--- src/logic/port_mode_pkg.sv ---
// Shared constants and carrier types for the Type-C port mode control block
package port_mode_pkg;

  // Three-level configuration pin, resolved outside into one of three two-bit codes
  localparam logic [1:0] CFG_LOW   = 2'h0;
  localparam logic [1:0] CFG_HIGH  = 2'h1;
  localparam logic [1:0] CFG_FLOAT = 2'h2;

  // Role configuration strap
  localparam logic [1:0] ROLE_SINK   = 2'h0;
  localparam logic [1:0] ROLE_SOURCE = 2'h1;
  localparam logic [1:0] ROLE_DUAL   = 2'h2;

  // Preferred-role request codes
  localparam logic [1:0] PREF_NONE = 2'h0;
  localparam logic [1:0] PREF_SNK  = 2'h1;
  localparam logic [1:0] PREF_SRC  = 2'h3;

  // Detected current levels
  localparam logic [1:0] CUR_DEFAULT = 2'h0;
  localparam logic [1:0] CUR_MEDIUM  = 2'h1;
  localparam logic [1:0] CUR_HIGH    = 2'h2;

  // Bus target address with bit 6 steered by the strap
  localparam logic [6:0] TARGET_ADDR_BASE = 7'h47;
  localparam int         ADDR_SEL_BIT     = 6;

  // Dual-role presentation toggle period
  localparam int TOGGLE_TIME_US = 50;
  localparam int CLOCK_MHZ      = 25;
  localparam int TOGGLE_CYCLES  = TOGGLE_TIME_US * CLOCK_MHZ;
  localparam int TOGGLE_W       = 12;

  typedef enum logic [2:0] {
    ST_SHUTDOWN   = 3'b000,
    ST_UNATT_SNK  = 3'b001,
    ST_UNATT_SRC  = 3'b011,
    ST_ATT_SRC    = 3'b010,
    ST_ATT_SNK    = 3'b110,
    ST_AUDIO      = 3'b111,
    ST_DEAD       = 3'b101
  } port_state_type;

  // Partner detection from the channel logic
  typedef struct packed {
    logic       partner_sink;   // Pull-down seen while presenting as source
    logic       partner_source; // Pull-up seen while presenting as sink
    logic       audio_acc;      // Audio accessory terminations on both pins
    logic [1:0] current_level;  // Advertised level while sink
  } cc_detect_type;

  // Open-drain pin set: oe low drives the line low
  typedef struct packed {
    logic cur_a_oe;
    logic cur_b_oe;
    logic alert_oe;
    logic attach_oe;
  } od_pins_type;

  typedef struct packed {
    port_state_type       state;
    logic                 strap_done;
    logic                 gpio_mode;
    logic                 addr_bit6;
    logic [TOGGLE_W-1:0]  toggle_cnt;
    logic [2:0]           vbus_sync;
    logic                 vbus_ok;
    logic [2:0]           en_sync;
    logic                 en_ok;
    logic                 alert_flag;
    logic [3:0]           last_status;
    od_pins_type          pins;
    logic                 vconn_en;
    logic                 rd_on_cc;
    logic                 rp_on_cc;
    logic                 regs_active;
  } ctrl_state_type;

endpackage : port_mode_pkg

--- src/logic/typec_port_mode_control.sv ---
// Mode selection, attach state machine and open-drain status outputs
//------------------------------------------------------------------------
// Operation
// [RQ1] Floating configuration pin selects pin-strap control mode.
// [RQ2] Configuration pin high selects register mode, address bit 6 set.
// [RQ3] Configuration pin low selects register mode, address bit 6 clear.
// [RQ4] All outputs are open drain: pull low or release only.
// [RQ5] Pin mode current outputs: HH/HL default, LH medium, LL high.
// [RQ6] Pin mode pulls audio output low while audio accessory attached.
// [RQ7] Register mode pulls alert low when status registers update.
// [RQ8] Asserting alert also sets the pending-alert status flag.
// [RQ9] Host clears pending-alert flag by a register write.
// [RQ10] Bus power sense decides attach, detach, accessory and role.
// [RQ11] Start as unattached sink, follow role strap, toggle if dual-role.
// [RQ12] Unattached keeps I/O and register port alive, cable power off.
// [RQ13] Active source reports attachment on the attach indicator pin.
// [RQ14] Active sink reports via current outputs and alert/audio output.
// [RQ15] Leave active on unplug, sink power loss, supply loss, disable.
// [RQ16] Shutdown stops operation but keeps sink pull-downs on both pins.
// [RQ17] Enable input pulled up; unconnected pin disables the device.
// [RQ18] Missing main supply defaults both pins to sink pull-downs.
// [RQ19] Preferred-role options only in register mode, else plain dual-role.
// [RQ20] Configuration pin sampled once after power-up, then held.
//------------------------------------------------------------------------
`timescale 1ns/1ps

module typec_port_mode_control
  import port_mode_pkg::*;
#(
  parameter int TOGGLE_COUNT = port_mode_pkg::TOGGLE_CYCLES
) (
  input  wire logic                        clock,           // 25 MHz clock
  input  wire logic                        rst_n,           // Async reset, active low
  input  wire logic                        clk_en,          // Freezes state when low
  input  wire logic [1:0]                  cfg_select,      // Resolved three-level pin
  input  wire logic [1:0]                  role_config,     // Role strap
  input  wire logic [1:0]                  pref_role,       // Preferred-role request
  input  wire logic                        main_supply,     // Supply present
  input  wire logic                        cc_enable_n_in,  // Enable pin level, pulled up
  input  wire logic                        bus_power_sense, // Bus power from pin
  input  wire logic                        cable_present,   // Cable seen on channel pins
  input  wire port_mode_pkg::cc_detect_type cc_detect,      // Partner detection
  input  wire logic                        status_update,   // Register contents changed
  input  wire logic                        alert_clear,     // Host write clears flag
  output logic                             current_indicator_a_oe, // Low pulls line low
  output logic                             current_indicator_b_oe, // Low pulls line low
  output logic                             audio_accessory_out_oe, // Alert or audio, low pulls
  output logic                             attach_indicator_pin_oe, // Low pulls line low
  output logic                             gpio_mode,       // Pin-strap mode held
  output logic                             target_addr_bit6, // Bus address bit 6
  output logic [6:0]                       target_addr,     // Full bus target address
  output logic                             alert_pending,   // Pending-alert status flag
  output logic                             vconn_enable,    // Cable power switch
  output logic                             rd_enable,       // Sink pull-downs on both pins
  output logic                             rp_enable,       // Source pull-ups on both pins
  output logic                             regs_active,     // Register port operational
  output logic [2:0]                       port_state       // Current state code
);

  import port_mode_pkg::*;

  ctrl_state_type cur_reg;
  ctrl_state_type cur_next;

  logic presenting_src;
  logic try_src;
  logic try_snk;
  logic disabled;
  logic [3:0] status_now;

  //----------------------------------------------------------------------
  // Next-state logic
  //----------------------------------------------------------------------
  always_comb begin
    cur_next = cur_reg;

    // Three-stage sync; change counts once stages two and three agree
    cur_next.vbus_sync = {cur_reg.vbus_sync[1:0], bus_power_sense};
    if (cur_reg.vbus_sync[2] == cur_reg.vbus_sync[1]) begin
      cur_next.vbus_ok = cur_reg.vbus_sync[2];
    end
    // Floating enable reads high via pull-up, so it disables
    cur_next.en_sync = {cur_reg.en_sync[1:0], cc_enable_n_in};  // see [RQ17]
    if (cur_reg.en_sync[2] == cur_reg.en_sync[1]) begin
      cur_next.en_ok = ~cur_reg.en_sync[2];
    end

    // One-shot strap capture; only reset re-arms it
    if (!cur_reg.strap_done) begin  // see [RQ20]
      cur_next.strap_done = 1'b1;
      cur_next.gpio_mode  = (cfg_select == CFG_FLOAT);  // see [RQ1]
      cur_next.addr_bit6  = (cfg_select == CFG_HIGH);   // see [RQ2] see [RQ3]
    end

    // Preferred role ignored in pin mode
    try_src = !cur_reg.gpio_mode && (pref_role == PREF_SRC);  // see [RQ19]
    try_snk = !cur_reg.gpio_mode && (pref_role == PREF_SNK);  // see [RQ19]
    disabled = !cur_reg.en_ok;
    presenting_src = 1'b0;

    cur_next.toggle_cnt = cur_reg.toggle_cnt + TOGGLE_W'(1);

    case (cur_reg.state)
      ST_UNATT_SNK: begin
        if (cc_detect.partner_source && cur_reg.vbus_ok) begin  // see [RQ10]
          cur_next.state = cc_detect.audio_acc ? ST_AUDIO : ST_ATT_SNK;
        end else if (cc_detect.audio_acc && cable_present) begin
          cur_next.state = ST_AUDIO;
        end else if (role_config == ROLE_SOURCE) begin  // see [RQ11]
          cur_next.state      = ST_UNATT_SRC;
          cur_next.toggle_cnt = '0;
        end else if (role_config == ROLE_DUAL && !try_snk &&
                     cur_reg.toggle_cnt >= TOGGLE_W'(TOGGLE_COUNT - 1)) begin
          cur_next.state      = ST_UNATT_SRC;
          cur_next.toggle_cnt = '0;
        end
      end
      ST_UNATT_SRC: begin
        presenting_src = 1'b1;
        // Source attaches only once bus power is off, then it enables cable power
        if (cc_detect.partner_sink && !cur_reg.vbus_ok) begin  // see [RQ10]
          cur_next.state = ST_ATT_SRC;
        end else if (cc_detect.audio_acc && cable_present) begin
          cur_next.state = ST_AUDIO;
        end else if (role_config == ROLE_SINK) begin
          cur_next.state      = ST_UNATT_SNK;
          cur_next.toggle_cnt = '0;
        end else if (role_config == ROLE_DUAL && !try_src &&
                     cur_reg.toggle_cnt >= TOGGLE_W'(TOGGLE_COUNT - 1)) begin
          cur_next.state      = ST_UNATT_SNK;
          cur_next.toggle_cnt = '0;
        end
      end
      ST_ATT_SRC: begin
        presenting_src = 1'b1;
        if (!cable_present || !cc_detect.partner_sink) begin  // see [RQ15]
          cur_next.state = ST_UNATT_SNK;
        end
      end
      ST_ATT_SNK: begin
        if (!cable_present || !cur_reg.vbus_ok) begin  // see [RQ15]
          cur_next.state = ST_UNATT_SNK;
        end
      end
      ST_AUDIO: begin
        if (!cable_present || !cc_detect.audio_acc) begin  // see [RQ10]
          cur_next.state = ST_UNATT_SNK;
        end
      end
      ST_SHUTDOWN, ST_DEAD: begin
        cur_next.state      = ST_UNATT_SNK;  // see [RQ11]
        cur_next.toggle_cnt = '0;
      end
      default: begin
        cur_next.state = ST_UNATT_SNK;
      end
    endcase

    // Supply loss and disable override everything
    if (!main_supply) begin
      cur_next.state = ST_DEAD;  // see [RQ15] see [RQ18]
    end else if (disabled) begin
      cur_next.state = ST_SHUTDOWN;  // see [RQ15] see [RQ16]
    end

    // Status snapshot; any change counts as a register update
    status_now = {cur_reg.state == ST_ATT_SNK, cur_reg.state == ST_ATT_SRC,
                  cur_reg.state == ST_AUDIO, cur_reg.vbus_ok};
    cur_next.last_status = status_now;
    // Set wins over a clear in the same cycle
    if (alert_clear) begin  // see [RQ9]
      cur_next.alert_flag = 1'b0;
    end
    if (!cur_reg.gpio_mode && cur_reg.regs_active &&
        (status_update || status_now != cur_reg.last_status)) begin
      cur_next.alert_flag = 1'b1;  // see [RQ7] see [RQ8]
    end
    if (cur_reg.gpio_mode) begin
      cur_next.alert_flag = 1'b0;
    end

    // Open-drain drive: oe low pulls the line low, high releases
    cur_next.pins = '{default: 1'b1};  // see [RQ4]
    if (cur_reg.gpio_mode && cur_reg.state == ST_ATT_SNK) begin  // see [RQ14]
      case (cc_detect.current_level)  // see [RQ5]
        CUR_MEDIUM: begin
          cur_next.pins.cur_a_oe = 1'b0;
        end
        CUR_HIGH: begin
          cur_next.pins.cur_a_oe = 1'b0;
          cur_next.pins.cur_b_oe = 1'b0;
        end
        default: begin
          cur_next.pins.cur_a_oe = 1'b1;
        end
      endcase
    end
    if (cur_reg.gpio_mode) begin
      cur_next.pins.alert_oe = !(cur_reg.state == ST_AUDIO);  // see [RQ6] see [RQ14]
    end else begin
      cur_next.pins.alert_oe = !cur_next.alert_flag;  // see [RQ7]
    end
    cur_next.pins.attach_oe = !(cur_reg.state == ST_ATT_SRC);  // see [RQ13]

    // Terminations and supplies
    cur_next.vconn_en = (cur_next.state == ST_ATT_SRC);  // see [RQ12]
    cur_next.rp_on_cc = (cur_next.state == ST_UNATT_SRC) || (cur_next.state == ST_ATT_SRC);
    cur_next.rd_on_cc = !cur_next.rp_on_cc;  // see [RQ16] see [RQ18]
    cur_next.regs_active = !(cur_next.state == ST_SHUTDOWN || cur_next.state == ST_DEAD);  // see [RQ12]
    if (presenting_src && !cur_reg.rp_on_cc) begin
      cur_next.rp_on_cc = 1'b1;
    end
  end

  //----------------------------------------------------------------------
  // State register
  //----------------------------------------------------------------------
  always_ff @(posedge clock or negedge rst_n) begin
    if (!rst_n) begin
      cur_reg <= '{state:       ST_UNATT_SNK,
                   strap_done:  1'b0,
                   gpio_mode:   1'b1,
                   addr_bit6:   1'b0,
                   toggle_cnt:  '0,
                   vbus_sync:   3'h0,
                   vbus_ok:     1'b0,
                   en_sync:     3'h7,
                   en_ok:       1'b0,
                   alert_flag:  1'b0,
                   last_status: 4'h0,
                   pins:        '{default: 1'b1},
                   vconn_en:    1'b0,
                   rd_on_cc:    1'b1,
                   rp_on_cc:    1'b0,
                   regs_active: 1'b1};
    end else if (clk_en) begin
      cur_reg <= cur_next;
    end
  end

  //----------------------------------------------------------------------
  // Outputs, all straight from the state register
  //----------------------------------------------------------------------
  always_comb begin
    target_addr = TARGET_ADDR_BASE;
    target_addr[ADDR_SEL_BIT] = cur_reg.addr_bit6;
  end

  assign current_indicator_a_oe  = cur_reg.pins.cur_a_oe;
  assign current_indicator_b_oe  = cur_reg.pins.cur_b_oe;
  assign audio_accessory_out_oe  = cur_reg.pins.alert_oe;
  assign attach_indicator_pin_oe = cur_reg.pins.attach_oe;
  assign gpio_mode               = cur_reg.gpio_mode;
  assign target_addr_bit6        = cur_reg.addr_bit6;
  assign alert_pending           = cur_reg.alert_flag;
  assign vconn_enable            = cur_reg.vconn_en;
  assign rd_enable               = cur_reg.rd_on_cc;
  assign rp_enable               = cur_reg.rp_on_cc;
  assign regs_active             = cur_reg.regs_active;
  assign port_state              = cur_reg.state;

endmodule : typec_port_mode_control

--- config.mk ---
export PLATFORM = sky130hd
export DESIGN_NAME = typec_port_mode_control
export DESIGN_NICKNAME = d
export VERILOG_FILES = /design/src/logic/port_mode_pkg.sv /design/src/logic/typec_port_mode_control.sv
export SDC_FILE = /design/constraint.sdc
export NUM_CORES = 1
export LEC_CHECK = 0
export BUFFER_PORTS_ARGS = -buffer_cell sky130_fd_sc_hd__clkbuf_2
export CAP_MARGIN = 25
export CORE_AREA = 2 2 72 74
export CTS_CLUSTER_SIZE = 28
export DETAILED_ROUTE_END_ITERATION = 7
export DIE_AREA = 0 0 74 76
export PLACE_DENSITY_LB_ADDON = 0.15
export SKIP_LAST_GASP = 1
export SYNTH_ARGS = -nofsm -noshare
export SYNTH_HDL_FRONTEND = slang
export SYNTH_SLANG_ARGS = --single-unit
export TNS_END_PERCENT = 20
--- constraint.sdc ---
create_clock -name clock -period 2.1 [get_ports clock]
set_clock_uncertainty 0.2 [all_clocks]
set_input_delay 0.42 -clock clock [delete_from_list [all_inputs] [get_ports clock]]
set_output_delay 0.42 -clock clock [all_outputs]
set_load 0.01 [all_outputs]
==> results.json, run 1 <==
{
  "slowest_stage": "a221o_2",
  "path_cells": "inv_2, ha_2, nor4b_4, o21ai_2, a221o_2, a211oi_4, o22ai_1",
  "crit_type": "reg2reg",
  "drc": 0,
  "hold_viol": 0,
  "power_density_nw_per_um2": 736,
  "final_common_cell": "clkbuf_2",
  "ys_warn_count": 0,
  "post-route-util_pct": 60.1,
  "setup_viol_count_final": 13,
  "min_path_cells": 2,
  "ir_drop_mv": 0.411,
  "die-area_sq_um": 5620,
  "ys_ff_latch": 39,
  "worst_slack_ps": -40.4,
  "drt_iter0_drc": 121,
  "finalPower_mw": 2.17,
  "clock.fmax_ghz": 0.467,
  "slowest_delay_ps": 370,
  "grt_max_degree": 70,
  "clk_pin_slew_worst_paths_ps": 80,
  "regArea_sq_um": 990,
  "reg2reg_depth": 7,
  "cts_root_buffer": "clkbuf_8",
  "drive_gt1_share_pct": 37.4,
  "place_inst": 381,
  "dpl-instance-area_sq_um": 2800,
  "num_antenna_cells": 0,
  "area_delta_synth_final_pct": 22.9,
  "fin_area_sq_um": 2950,
  "dpl_worst_slack_ps": -149,
  "critPathArrivalTime_ps": 2100,
  "clk_latency_ps": 290,
  "wirelength_mm": 5.15,
  "die_x_microns": 74,
  "worst-path-stages": 7,
  "ys_seq_area_share_pct": 41.2,
  "leakage_nw": 1.27,
  "rows": 26,
  "final_max_slew_viol_count": 0,
  "final_cell_mix": "34 x clkbuf_2, 31 x buf_4, 28 x dfrtp_1, 20 x nand2_1, 18 x a21oi_1",
  "syn_area_sq_um": 2400,
  "cts.htree.levels": 2,
  "async_reset_ff_share_pct": 100,
  "final_cell_count_no_fill": 391,
  "period_share_pct": 102,
  "status": "complete, but fails checks",
  "violations": "setup timing",
  "r2r_slack_ps": -40,
  "viasPerCell": 5.23,
  "initial_core_util_pct": 48.9,
  "yosys_most_used_dff": "dfrtp_1",
  "clockBufferDepth": 2,
  "hp-start": "cc_enable_n_in",
  "r2r_start": "cur_reg[22]$_DFFE_PN0P_",
  "vias": 2044,
  "routabilityCongestion": 0.824,
  "cap_viol_max_count": 0,
  "cp_top_family": "compound AO/OA/AOI/OAI gates",
  "r2r_end": "port_state[1]$_DFFE_PN0P_",
  "multi_input_comb_area_sq_um": 1250,
  "largest_reg_flops": 20,
  "start_kind": "flip-flop",
  "cp.required_ps": 2060,
  "nets": 344,
  "rsz0062_at_grt": "true",
  "pin_count": 41,
  "min_path_type": "in2reg",
  "wl_per_cell_microns": 13.2,
  "grt_pass1_vias": 1918,
  "synth_cell_types": 55,
  "nFillCells": 441,
  "cp_max_fo": 4,
  "core_sq_um": 4910,
  "cts_buffers": 5,
  "die-height_microns": 76,
  "synth.avg_cell_area_sq_um": 9.13,
  "synth_cells": 263,
  "antenna_found_initial": 0,
  "synth-edff-count": 0,
  "hpwl_mm": 3.77,
  "endpoint_kind": "flip-flop",
  "overflow": 0,
  "hold_end": "cur_next[15]$_DFFE_PN1P_",
  "min_period_ps": 2140,
  "cts.sinks": 39,
  "track_usage_pct": 19.6,
  "cts_tree": "built",
  "grt_pass1_wl_mm": 8.72,
  "postRouteAntennaNets": 0,
  "firstDrtPassIters": 4,
  "path_buf_inv": 1,
  "port_buffers": 34
}
-- stage by stage --
stage | hold WS, ps | setup TNS [ps]
after floorplan | -75.6 | 0
after global placement | 200 | -1410
after detailed placement | 211 | -2020
after CTS | 152 | -383
after global routing | 159 | -1430
final | 156 | -279
-- repair_timing --
action / in CTS / in global routing
setup endpoints to repair: 16 / 17
setup buffers: 1 / 0
gates cloned: 0 / 0
hold buffers: 1 / 0
pin swaps: 6 / 0
resized for setup: 11 / 0
endpoints found under the hold margin: 12 / 0
-- worst max-delay path by stage --
stage                                  from                         to
finish              cur_reg[22]$_DFFE_PN0P_  port_state[1]$_DFFE_PN0P_
global route        cur_reg[22]$_DFFE_PN0P_  port_state[1]$_DFFE_PN0P_
CTS                 cur_reg[32]$_DFFE_PN0P_    cur_reg[27]$_DFFE_PN0P_
detailed placement  cur_reg[21]$_DFFE_PN0P_    regs_active$_DFFE_PN1P_
global placement               cc_detect[4]    cur_reg[23]$_DFFE_PN0P_
floorplan           cur_reg[32]$_DFFE_PN0P_    cur_reg[24]$_DFFE_PN0P_
-- final cells by class --
class	count	share of cell area [%]
multi-input combinational	188	42.5
sequential	39	33.5
timing repair buffer	69	15.7
tap	70	2.97
clock buffer	5	2.33
inverter	17	2.16
clock inverter	3	0.805
-- synthesized netlist by cell type, types with 3 or more instances --
cell      number  area (sq um)
nor4b_1        3          26.3
mux2_2         9           101
nand3b_1       7          52.6
dfrtp_1       28           701
inv_1         17          63.8
clkbuf_1       9          33.8
or2_2          8          50.1
a211oi_1       3          22.5
o22a_1         3          26.3
nand3_1       13          65.1
nand2b_1       4          25.0
ha_1           4          50.1
nor2_1        15          56.3
o22ai_1        3          18.8
and3_1         3          18.8
buf_4         10          75.1
nor2b_1        6          37.5
o211ai_1       8          60.1
dfstp_2       11           289
a21oi_1       18          90.1
o21ai_0       13          65.1
nand2_1       20          75.1
nor3_1         4          20.0
-- kinds of logic (layout without fill, tap and decap cells) --
family,Yosys count,in the layout,share of synthesized area (%)
buf+inv,40,94,8.91
mux,10,10,4.64
flops,39,39,41.2
fa+ha+maj,4,4,2.08
other cells,2,6,0.313
simple gates,94,94,21.5
xor+xnor,2,2,0.730
compound gates,72,72,20.6
-- metal layers --
layer  share of wire [%]  GRT usage (%)
met1                  48           28.2
met2                  45           29.7
met3                 5.6           3.70
met5                   0              0
met4                 1.2           6.00
-- power by group --
group | internal [mW] | switching (mW)
registers | 0.861 | 0.0845
clock network | 0.237 | 0.282
logic | 0.365 | 0.343
total | 1.46 | 0.709
Note: power is estimated with default switching activity, not from simulation.
==> run 2: changes to the inputs <==
--- a/config.mk
+++ b/config.mk
@@ -5,12 +5,13 @@
 export SDC_FILE = /design/constraint.sdc
 export NUM_CORES = 1
 export LEC_CHECK = 0
+export ABC_AREA = 1
 export BUFFER_PORTS_ARGS = -buffer_cell sky130_fd_sc_hd__clkbuf_2
 export CAP_MARGIN = 25
-export CORE_AREA = 2 2 72 74
+export CORE_AREA = 2 2 71 73
 export CTS_CLUSTER_SIZE = 28
 export DETAILED_ROUTE_END_ITERATION = 7
-export DIE_AREA = 0 0 74 76
+export DIE_AREA = 0 0 73 75
 export PLACE_DENSITY_LB_ADDON = 0.15
 export SKIP_LAST_GASP = 1
 export SYNTH_ARGS = -nofsm -noshare
==> run 2 against run 1 <==
The run now ends clean. Non-clock buffer count is 30 lower. Worst hold slack worse by 18 ps. Die area is 2.6% lower. Power is 13% lower. Combinational power is 36% lower. Maximum frequency is 12% higher. Utilization is 4.9 points lower. Critical path type unchanged. Largest cell class unchanged. Highest routed layer unchanged.
==> results.json, run 2 <==
{
  "hpwl_mm": 3.46,
  "overflow": 0,
  "tns_ps": 0,
  "status": "finished, final reports clean",
  "power_density_nw_per_um2": 738,
  "synth.area.top_cells": "dfrtp_1 30%, dfstp_2 13%, nand2_1 10%",
  "synth_area_leader_cell": "dfrtp_1",
  "hp-start": "cc_enable_n_in",
  "cts_tree": "built",
  "synth_cells": 298,
  "largest_reg_flops": 20,
  "drc": 0,
  "antenna_found_initial": 0,
  "grt_pass1_wl_mm": 8.38,
  "final_max_slew_viol_count": 0,
  "port_buffers": 34,
  "viasPerCell": 5.03,
  "cp_max_fo": 4,
  "nets": 354,
  "min_path_cells": 3,
  "ys_seq_area_share_pct": 42.9,
  "pin_count": 41,
  "min_period_ps": 1910,
  "initial_core_util_pct": 49.5,
  "ys_ff_latch": 39,
  "hold_viol": 0,
  "yosys_most_used_dff": "dfrtp_1",
  "hold_end": "cur_next[15]$_DFFE_PN1P_",
  "endpoint_kind": "flip-flop",
  "critPathArrivalTime_ps": 1890,
  "cp.required_ps": 2080,
  "synth.most_common_cell": "nand2_1",
  "synth-edff-count": 0,
  "core_sq_um": 4660,
  "nFillCells": 447,
  "min_path_type": "in2reg",
  "r2r_start": "cur_reg[21]$_DFFE_PN0P_",
  "synth_cell_types": 38,
  "grt_use_met3_pct": 4.02,
  "area_delta_synth_final_pct": 11.3,
  "cts_buffers": 5,
  "clk_latency_ps": 290,
  "cts_root_buffer": "clkbuf_8",
  "post-route-util_pct": 55.1,
  "track_usage_pct": 19.9,
  "reg2reg_depth": 16,
  "die-height_microns": 75,
  "period_share_pct": 91.0,
  "firstDrtPassIters": 4,
  "synth_top_area_share_pct": 30.4,
  "syn_area_sq_um": 2310,
  "vias": 1937,
  "ctsResizeCount": 0,
  "leakage_nw": 1.33,
  "async_reset_ff_share_pct": 100,
  "r2r_end": "rp_enable$_DFFE_PN0P_",
  "die_x_microns": 73,
  "cap_viol_max_count": 0,
  "finalPower_mw": 1.90,
  "rsz0062_at_grt": "false",
  "clockBufferDepth": 2,
  "grt_max_degree": 40,
  "routabilityCongestion": 0.869,
  "final_cell_mix": "64 x nand2_1, 34 x clkbuf_2, 31 x inv_1, 30 x nor2_1, 28 x dfrtp_1",
  "wl_per_cell_microns": 12.6,
  "ir_drop_mv": 0.455,
  "start_kind": "flip-flop",
  "cts.sinks": 39,
  "die-area_sq_um": 5480,
  "multi_input_comb_area_sq_um": 1080,
  "drive_gt1_share_pct": 26.3,
  "setup_viol_count_final": 0,
  "grt_pass1_vias": 1915,
  "r2r_slack_ps": 190,
  "cts.htree.levels": 2,
  "wirelength_mm": 4.87,
  "final_common_cell": "nand2_1",
  "clk_pin_slew_worst_paths_ps": 80,
  "crit_type": "reg2reg",
  "num_antenna_cells": 0,
  "clock.fmax_ghz": 0.523,
  "postRouteAntennaNets": 0,
  "regArea_sq_um": 990,
  "met1_usage_pct": 26.3,
  "synthTopCellsByCount": "64 x nand2_1, 31 x inv_1, 30 x nor2_1, 28 x dfrtp_1, 18 x o21ai_0",
  "rows": 25,
  "drt_iter0_drc": 98,
  "globalRouteMet2Util_pct": 34.1,
  "grt_busiest_layer": "met2",
  "ys_warn_count": 0,
  "synth.avg_cell_area_sq_um": 7.75
}
run 2: final cells by class:
| type | instances | share of cell area (%) |
|---|---|---|
| Clock buffer | 6 | 2.82 |
| Clock inverter | 2 | 0.487 |
| Tap cell | 54 | 2.63 |
| Multi-Input combinational cell | 208 | 42.0 |
| Inverter | 37 | 5.40 |
| Timing Repair Buffer | 39 | 8.18 |
| Sequential cell | 39 | 38.5 |
run 2: how the worst max path moves through the flow:
stage	slack (ps)	startpoint	endpoint	depth (start not counted)
6_report	190	cur_reg[21]$_DFFE_PN0P_	rp_enable$_DFFE_PN0P_	16
5_1_grt	0.08	cur_reg[22]$_DFFE_PN0P_	rp_enable$_DFFE_PN0P_	16
4_1_cts	170	cur_reg[21]$_DFFE_PN0P_	rp_enable$_DFFE_PN0P_	16
3_5_place_dp	210	cur_reg[21]$_DFFE_PN0P_	rp_enable$_DFFE_PN0P_	16
3_3_place_gp	270	cur_reg[21]$_DFFE_PN0P_	rp_enable$_DFFE_PN0P_	16
2_1_floorplan	370	cur_reg[21]$_DFFE_PN0P_	port_state[1]$_DFFE_PN0P_	14
run 2: critical path: stages, from the launching register on:
cell and delay [ps]:
dfrtp_1 400, inv_1 90, ha_1 200, inv_1 50
nor2_1 30, nand2_1 50, nand3_1 70, nand2_1 90
nand2_1 70, nand2_1 80, nand2_2 60, nand2_4 80
nand3_4 70, nand3_2 100, nand2_1 60, nand2_1 50
nand2_1 50
run 2: what timing repair did:
action	CTS	global route
buffers inserted	0	1
hold buffers	1	0
endpoints found under the setup margin	0	1
endpoints found under the hold margin	13	0
run 2: metal layers:
metal	vias to the layer above	wire length, microns
li1	999	-
met1	893	2400
met2	43	2280
met3	2	161
met4	0	22
met5	-	0
run 2: power breakdown:
part | switching [mW] | internal, mW | leakage [nW]
Combinational | 0.278 | 0.177 | 0.810
Sequential | 0.0904 | 0.850 | 0.479
Clock | 0.269 | 0.232 | 0.0412
run 2: metrics by stage:
| step | cell area, sq um | cells | hold slack, ps | worst slack [ps] |
|---|---|---|---|---|
| after detailed placement | 2470 | 375 | 266 | 205 |
| after floorplan | 2320 | 302 | -75.6 | 374 |
| after global routing | 2570 | 385 | 139 | 0.0822 |
| after CTS | 2560 | 384 | 133 | 172 |
| final | 2570 | 385 | 138 | 189 |
| after global placement | 2470 | 375 | 267 | 265 |
run 2: kinds of logic after synthesis:
logic type	share of synthesized area [%]
compound gates	12.0
simple gates	29.7
other cells	0.325
xor+xnor	1.90
buf+inv	11.1
fa+ha+maj	2.17
flops	42.9
